`src/common/pmst_defs.vh`:
```
`ifndef PMST_DEFS_VH
`define PMST_DEFS_VH

`define PMST_ADDR_POWER_MODE   8'h2D
`define PMST_ADDR_SELF_CHECK   8'h2E
`define PMST_RST_POWER_MODE    8'h00
`define PMST_RST_SELF_CHECK    8'h00

`define PMST_BIT_CONV_EN       7
`define PMST_BIT_OUTSIDE_CLK   6
`define PMST_NOISE_HI          5
`define PMST_NOISE_LO          4
`define PMST_BIT_WAKE          3
`define PMST_BIT_AUTO_DOZE     2
`define PMST_RUN_HI            1
`define PMST_RUN_LO            0
`define PMST_BIT_FORCE         0

`define PMST_NOISE_NORMAL      2'h0
`define PMST_NOISE_LOW         2'h1
`define PMST_NOISE_ULTRA       2'h2
`define PMST_RUN_STANDBY       2'h0
`define PMST_RUN_RUN_STATE       2'h2

`define PMST_ODR_12HZ5         3'h0
`define PMST_ODR_400HZ         3'h5
`define PMST_WAKE_DIV          7'h40

`define PMST_CLK_PERIOD_NS     4
`define PMST_BASE_PERIOD_US    2500
`define PMST_EXT_PER_BASE      128

`endif

```
`src/README_unused.v`:
```
`timescale 1ns/1ps

```
`src/pmst_pin_sync.v`:
```
`timescale 1ns/1ps
module pmst_pin_sync (
	input  wire core_clk_i,
	input  wire rst_n_i,
	input  wire pin_i,
	output reg  level_o,
	output reg  rise_o
);

	reg s1_r;
	reg s2_r;
	reg s3_r;

	// A change counts only once the second and third stages agree.
	always @(posedge core_clk_i) begin
		if (!rst_n_i) begin
			s1_r    <= 1'b0;
			s2_r    <= 1'b0;
			s3_r    <= 1'b0;
			level_o <= 1'b0;
			rise_o  <= 1'b0;
		end else begin
			s1_r   <= pin_i;
			s2_r   <= s1_r;
			s3_r   <= s2_r;
			rise_o <= 1'b0;
			if (s2_r == s3_r) begin
				level_o <= s3_r;
				rise_o  <= s3_r & ~level_o;
			end
		end
	end

endmodule

```
`src/pmst_power_ctrl.v`:
```
`timescale 1ns/1ps
`include "pmst_defs.vh"

module pmst_power_ctrl #(
	parameter integer BASE_CYCLES   = (`PMST_BASE_PERIOD_US * 1000) / `PMST_CLK_PERIOD_NS,
	parameter integer EXT_PER_BASE  = `PMST_EXT_PER_BASE
) (
	input  wire       core_clk_i,
	input  wire       rst_n_i,
	input  wire [7:0] reg_addr_i,
	input  wire [7:0] reg_wdata_i,
	input  wire       reg_wr_i,
	input  wire       reg_rd_i,
	output reg  [7:0] reg_rdata_o,
	output reg        reg_hit_o,
	input  wire [2:0] output_rate_i,
	input  wire       trigger_sampling_i,
	input  wire       motion_link_loop_i,
	input  wire       inactivity_i,
	input  wire       first_interrupt_pin_i,
	input  wire       second_interrupt_pin_i,
	output reg        sample_strobe_o,
	output reg        convert_strobe_o,
	output reg        converter_on_o,
	output reg  [1:0] noise_mode_o,
	output reg        measuring_o,
	output reg        wake_active_o,
	output reg        force_apply_o,
	output reg  [2:0] filter_rate_o,
	output reg        trigger_input_o
);

	reg  [7:0]  power_mode_control_r;
	reg  [7:0]  self_check_control_r;
	reg  [19:0] base_cnt_r;
	reg  [7:0]  ext_cnt_r;
	reg  [6:0]  rate_cnt_r;
	reg         base_tick;
	reg         measuring_nxt;
	reg         wake_nxt;
	reg         sample_nxt;
	reg  [6:0]  div_nxt;
	wire        outside_clock_select_level;
	wire        outside_clock_select_rise;
	wire        trig_level;
	wire        trig_rise;
	wire        outside_clock_select;
	wire        trig_mode;

	// Divisor of the 400 Hz base tick for a rate code; wake-up uses about 6 Hz.
	function [6:0] pmst_rate_div;
		input [2:0] code;
		input       wake;
		begin
			if (wake)
				pmst_rate_div = `PMST_WAKE_DIV;
			else if (code >= `PMST_ODR_400HZ)
				pmst_rate_div = 7'h01;
			else
				pmst_rate_div = 7'h01 << (3'h5 - code);
		end
	endfunction

	pmst_pin_sync u_outside_clock_select (
		.core_clk_i (core_clk_i),
		.rst_n_i    (rst_n_i),
		.pin_i      (first_interrupt_pin_i),
		.level_o    (outside_clock_select_level),
		.rise_o     (outside_clock_select_rise)
	);

	pmst_pin_sync u_trigger (
		.core_clk_i (core_clk_i),
		.rst_n_i    (rst_n_i),
		.pin_i      (second_interrupt_pin_i),
		.level_o    (trig_level),
		.rise_o     (trig_rise)
	);

	assign outside_clock_select = power_mode_control_r[`PMST_BIT_OUTSIDE_CLK];
	assign trig_mode            = trigger_sampling_i;

	// Register writes and registered read data.
	always @(posedge core_clk_i) begin
		if (!rst_n_i) begin
			power_mode_control_r <= `PMST_RST_POWER_MODE;
			self_check_control_r <= `PMST_RST_SELF_CHECK;
			reg_rdata_o          <= 8'h00;
			reg_hit_o            <= 1'b0;
		end else begin
			reg_hit_o <= 1'b0;
			if (reg_wr_i && reg_addr_i == `PMST_ADDR_POWER_MODE)
				power_mode_control_r <= reg_wdata_i;
			if (reg_wr_i && reg_addr_i == `PMST_ADDR_SELF_CHECK)
				self_check_control_r <= reg_wdata_i;
			if (reg_rd_i) begin
				reg_hit_o <= (reg_addr_i == `PMST_ADDR_POWER_MODE) || (reg_addr_i == `PMST_ADDR_SELF_CHECK);
				case (reg_addr_i)
					`PMST_ADDR_POWER_MODE: reg_rdata_o <= power_mode_control_r;
					`PMST_ADDR_SELF_CHECK: reg_rdata_o <= self_check_control_r;
					default:               reg_rdata_o <= 8'h00;
				endcase
			end
		end
	end

	// Mode decode and sample timing.
	always @* begin
		measuring_nxt = (power_mode_control_r[`PMST_RUN_HI:`PMST_RUN_LO] == `PMST_RUN_RUN_STATE);
		wake_nxt      = measuring_nxt & (power_mode_control_r[`PMST_BIT_WAKE]
		                | (power_mode_control_r[`PMST_BIT_AUTO_DOZE] & motion_link_loop_i & inactivity_i));
		if (outside_clock_select)
			base_tick = outside_clock_select_rise && (ext_cnt_r == EXT_PER_BASE[7:0] - 8'h01);
		else
			base_tick = (base_cnt_r == BASE_CYCLES[19:0] - 20'h00001);
		div_nxt = pmst_rate_div(output_rate_i, wake_nxt);
		if (trig_mode)
			sample_nxt = measuring_nxt & trig_rise;
		else
			sample_nxt = measuring_nxt & base_tick & (rate_cnt_r >= div_nxt - 7'h01);
	end

	always @(posedge core_clk_i) begin
		if (!rst_n_i) begin
			base_cnt_r       <= 20'h00000;
			ext_cnt_r        <= 8'h00;
			rate_cnt_r       <= 7'h00;
			sample_strobe_o  <= 1'b0;
			convert_strobe_o <= 1'b0;
			converter_on_o   <= 1'b0;
			noise_mode_o     <= `PMST_NOISE_NORMAL;
			measuring_o      <= 1'b0;
			wake_active_o    <= 1'b0;
			force_apply_o    <= 1'b0;
			filter_rate_o    <= `PMST_ODR_12HZ5;
			trigger_input_o  <= 1'b0;
		end else begin
			if (outside_clock_select || base_tick)
				base_cnt_r <= 20'h00000;
			else
				base_cnt_r <= base_cnt_r + 20'h00001;
			if (!outside_clock_select)
				ext_cnt_r <= 8'h00;
			else if (outside_clock_select_rise)
				ext_cnt_r <= base_tick ? 8'h00 : ext_cnt_r + 8'h01;
			if (!measuring_nxt || trig_mode || sample_nxt)
				rate_cnt_r <= 7'h00;
			else if (base_tick)
				rate_cnt_r <= rate_cnt_r + 7'h01;
			sample_strobe_o  <= sample_nxt;
			convert_strobe_o <= sample_nxt & power_mode_control_r[`PMST_BIT_CONV_EN];
			converter_on_o   <= power_mode_control_r[`PMST_BIT_CONV_EN];
			noise_mode_o     <= power_mode_control_r[`PMST_NOISE_HI:`PMST_NOISE_LO];
			measuring_o      <= measuring_nxt;
			wake_active_o    <= wake_nxt;
			force_apply_o    <= self_check_control_r[`PMST_BIT_FORCE];
			filter_rate_o    <= output_rate_i;
			trigger_input_o  <= trig_mode & trig_level;
		end
	end

endmodule

```
`config.mk`:
```
export PLATFORM = sky130hd
export DESIGN_NAME = pmst_power_ctrl
export DESIGN_NICKNAME = d
export VERILOG_FILES = /design/src/README_unused.v /design/src/pmst_pin_sync.v /design/src/pmst_power_ctrl.v
export VERILOG_INCLUDE_DIRS = /design/src /design/src/common
export SDC_FILE = /design/constraint.sdc
export NUM_CORES = 1
export LEC_CHECK = 0
export BUFFER_PORTS_ARGS = -buffer_cell sky130_fd_sc_hd__buf_4
export CORE_ASPECT_RATIO = 1.5
export CORE_UTILIZATION = 57
export DETAILED_ROUTE_END_ITERATION = 8
export PLACE_DENSITY = 0.88
export SETUP_SLACK_MARGIN = 0.15
export SYNTH_ARGS = -nofsm -noshare
export SYNTH_HDL_FRONTEND = slang
export SYNTH_SLANG_ARGS = --single-unit
```
`constraint.sdc`:
```
create_clock -name core_clk_i -period 3.4 [get_ports core_clk_i]
set_clock_uncertainty 0.15 [all_clocks]
set_input_delay 0 -clock core_clk_i [delete_from_list [all_inputs] [get_ports core_clk_i]]
set_output_delay 0 -clock core_clk_i [all_outputs]
set_load 0.03 [all_outputs]
```
==> results.py <==
metrics = {
    "cts": {
        "h-tree-depth": 3,
        "insertion_delay_ns": 0.36,
        "cts.sinks": 82,
        "cts-root-buf": "sky130_fd_sc_hd__clkbuf_8",
        "cts.repair_timing.setup_buffer_count": 0,
        "clkSlewWorstSetupHoldPaths_ns": 0.08,
        "cts_bufs_inserted": 9,
        "clock_path_buffers": 2,
        "tritoncts": "done",
    },
    "global_routing": {
        "grt_pass1_wl_um": 15370,
        "grt_pass1_vias": 3301,
        "antenna_violations_before_repair": 0,
        "global_route.overflow_total": 0,
        "grt_max_degree": 45,
        "grt_util_all_layers_pct": 30.20,
    },
    "final_layout": {
        "layout.area.seq_sq_um": 1642,
        "num-fill-cells": 393,
        "layout.nets": 521,
        "multi_input_area_sq_um": 1936,
        "synthToLayoutAreaGrowth_pct": 25.93,
        "final_layout_size_suffix_gt1_share_pct": 15.64,
        "antenna_diodes": 0,
        "final_core_util_pct": 75.08,
        "finalInstanceArea_sq_um": 4636,
    },
    "pwr": {
        "power.leakage_nw": 1.882,
        "post_layout_total_power_mw": 1.927,
        "combPwrFrac_pct": 8.5,
        "clock_group_share_of_total_power_pct": 40.6,
        "irDropWorstVdd_uv": 320.4,
        "sequentialPowerShare_pct": 50.9,
        "power.switching_fraction_pct": 23.82,
        "power-per-cell-area_nw_per_um2": 415.7,
        "power.net_switching_mw": 0.4591,
        "p_int_mw": 1.468,
    },
    "critical_path": {
        "r2r-end": "rate_cnt_r[3]$_SDFFE_PP0P_",
        "worst_path_required_ns": 3.52,
        "cp_max_fo": 10,
        "arrival_ns": 3.11,
        "rr_startpoint": "power_mode_control_r[2]$_SDFFE_PN0P_",
        "startpoint_type": "primary input",
        "worst-r2r-cell-count": 10,
        "rrSetupSlack_ns": 0.43,
        "critPathKind": "primary input to register",
        "critical_path.endpoint_type": "register",
    },
    "status": {
        "run_status": "finished, final reports clean",
    },
    "route": {
        "route.detailed.vias_per_inst": 5.938,
        "dr_wl_met2_um": 5090,
        "top_layer": "met4",
        "met1Wirelength_um": 3513,
        "antenna_left": 0,
        "avgRoutedWirePerCell_um": 16.78,
        "drt_drc_violations_left": 0,
        "vias": 3325,
        "met3_wire_length_um": 394,
        "drtIter0Drc": 178,
        "drt_pass1_iterations": 5,
        "drt_wl_total_um": 9399,
    },
    "synth": {
        "yosys_warnings": 0,
        "yosys.area.top_type": "sky130_fd_sc_hd__dfxtp_1",
        "synth-main-ff-cell": "sky130_fd_sc_hd__dfxtp_1",
        "post_synthesis_instance_area_sq_um": 3681,
        "post-synth-top-area-fraction_pct": 44.60,
        "asr_flop_ratio_synth_pct": 0,
        "synthesis.instances": 404,
        "synth_area_leaders": "sky130_fd_sc_hd__dfxtp_1 (45%), sky130_fd_sc_hd__xor2_1 (4.8%), sky130_fd_sc_hd__nand2_1 (4.3%), sky130_fd_sc_hd__ha_1 (4.1%), sky130_fd_sc_hd__nand3_1 (4.1%)",
        "synth_nets": 444,
        "avgSynthCellArea_sq_um": 9.111,
        "seq_area_frac_synth_pct": 44.60,
        "number_of_enable_type_register_cells_in_the_synthesized_netlist": 0,
        "yosys_register_bits": 82,
        "post_synth_num_cell_types": 54,
    },
    "timing": {
        "final-hold-violation-count": 0,
        "fin_crit_ns": 2.996,
        "timing.final.crit_share_pct": 88.10,
        "tightest_slew_ns": 0.7794,
        "slew_headroom_pct": 48.04,
        "grt_setup_unrepaired": "no",
        "setup-tns-final_ns": 0,
        "setup_viol": 0,
        "clock.fmax_ghz": 0.3338,
        "hold-worst-slack_ns": 0.04102,
        "slew_viol_final": 0,
    },
    "hold_path": {
        "worst_hold_path.num_cells": 5,
        "hold_path_class": "primary input to register",
        "hold-path-endpoint": "power_mode_control_r[7]$_SDFFE_PN0P_",
        "hold_path_startpoint": "reg_addr_i[1]",
    },
    "floorplanning": {
        "die_width_um": 67.62,
        "dieHeight_um": 100.4,
        "fp.dieArea_sq_um": 6790,
        "core-area_sq_um": 6175,
        "floorplan.io_pins": 49,
        "floorplan.initialDensity_pct": 59.61,
        "rows": 35,
    },
    "flow_run": {
        "max_cap_viol_count": 0,
    },
    "placed_design": {
        "placement.cell_area_sq_um": 4069,
        "port-buffer-count": 48,
        "dp.final_hpwl_um": 5724,
        "routability_cong": 0.9346,
    },
}
stage by stage:
| step | std cells | worst slack (ns) |
|---|---|---|
| 2_1_floorplan | 404 | 0.3588 |
| 3_3_place_gp | 510 | 0.5028 |
| 3_5_place_dp | 510 | 0.3365 |
| 4_1_cts | 560 | 0.1701 |
| 5_1_grt | 560 | 0.1954 |
| 6_report | 560 | 0.4045 |
cell usage after synthesis, drive strengths merged (10+ instances only):
master,number
a21boi,18
and2,18
clkbuf,13
dfxtp,82
ha,12
nand2,42
nand3,30
nand4,13
nor2,35
nor3,10
xnor2,12
xor2,20
layer usage:
metal / up-vias / GRT usage, %
met5: - / 0
met4: 0 / 19.48
met3: 35 / 4.545
met2: 116 / 53.54
met1: 1595 / 31.71
li1: 1579 / -
worst max-delay path: stages:
cell and delay (ns):
sky130_fd_sc_hd__dlygate4sd3_1 0.54, sky130_fd_sc_hd__buf_4 0.14, sky130_fd_sc_hd__ha_2 0.33, sky130_fd_sc_hd__nor4_1 0.32, sky130_fd_sc_hd__nand2_1 0.11, sky130_fd_sc_hd__ha_2 0.24, sky130_fd_sc_hd__nor2_1 0.12, sky130_fd_sc_hd__nand4_1 0.11
sky130_fd_sc_hd__nand2_1 0.08, sky130_fd_sc_hd__a21oi_1 0.07, sky130_fd_sc_hd__ha_1 0.20, sky130_fd_sc_hd__a21o_1 0.20, sky130_fd_sc_hd__a211oi_2 0.29, sky130_fd_sc_hd__a21oi_4 0.14, sky130_fd_sc_hd__nor3_1 0.23
registers in the layout, indices dropped and copies added, names as in the netlist, 2 cells and up:
name / count
self_check_control_r: 8
base_cnt_r: 20
rate_cnt_r: 7
filter_rate_o: 3
reg_rdata_o: 8
noise_mode_o: 2
power_mode_control_r: 8
ext_cnt_r: 8
placed cells by master (no fill, tap or decap), drive strengths merged, types with 3 or more instances in the layout:
cell type / instances
nor4: 3
xnor2: 12
and2: 18
a21boi: 18
nor4b: 3
nand4: 13
nand3: 30
a31oi: 4
buf: 50
clkbuf: 10
o211a: 9
nand2: 42
dfxtp: 82
a21oi: 7
a22oi: 8
xor2: 20
dlygate4sd3: 34
nor3: 10
nor2: 35
inv: 10
ha: 12
o21ai: 7
and3: 8
o31ai: 3
power groups by stage:
stage / Combinational, mW / Sequential (mW) / Clock, mW
2_1_floorplan: 0.0727 / 1.01 / 0
3_3_place_gp: 0.132 / 1.00 / 0
3_5_place_dp: 0.136 / 1.00 / 0
4_1_cts: 0.158 / 0.980 / 0.779
5_1_grt: 0.178 / 0.981 / 0.819
6_report: 0.164 / 0.980 / 0.783
worst max-delay path by stage:
stage,from,to,cells past startpoint
4_1_cts,output_rate_i[2],rate_cnt_r[3]$_SDFFE_PP0P_,15
2_1_floorplan,output_rate_i[1],convert_strobe_o$_SDFF_PN0_,16
3_5_place_dp,output_rate_i[1],rate_cnt_r[3]$_SDFFE_PP0P_,15
6_report,output_rate_i[2],rate_cnt_r[3]$_SDFFE_PP0P_,15
5_1_grt,output_rate_i[2],rate_cnt_r[3]$_SDFFE_PP0P_,15
3_3_place_gp,power_mode_control_r[2]$_SDFFE_PN0P_,convert_strobe_o$_SDFF_PN0_,11
logic make-up after synthesis:
group                      share of synthesized area (%)
AOI/OAI and AO/OA                                  13.94
xor gates and xnor gates                           7.614
adders and majority gates                          4.079
buffers and inverters                              3.093
DFF                                                44.60
muxes                                             0.5439
and+or+nand+nor                                    26.14
layout make-up:
class	count	area share, %
clock buffers	10	2.753
clock inverters	6	1.916
inverters	9	0.7287
multi-input cells	295	41.75
flip-flops and latches	82	35.41
well taps	74	1.997
repair buffers	84	15.44
what timing repair did:
| action | in CTS | in global routing |
|---|---|---|
| hold endpoints to repair | 42 | 0 |
| hold buffers | 34 | 0 |
| setup endpoints to repair | 0 | 9 |
| gates resized for setup | 0 | 4 |
Power figures use the tool's default switching activity.
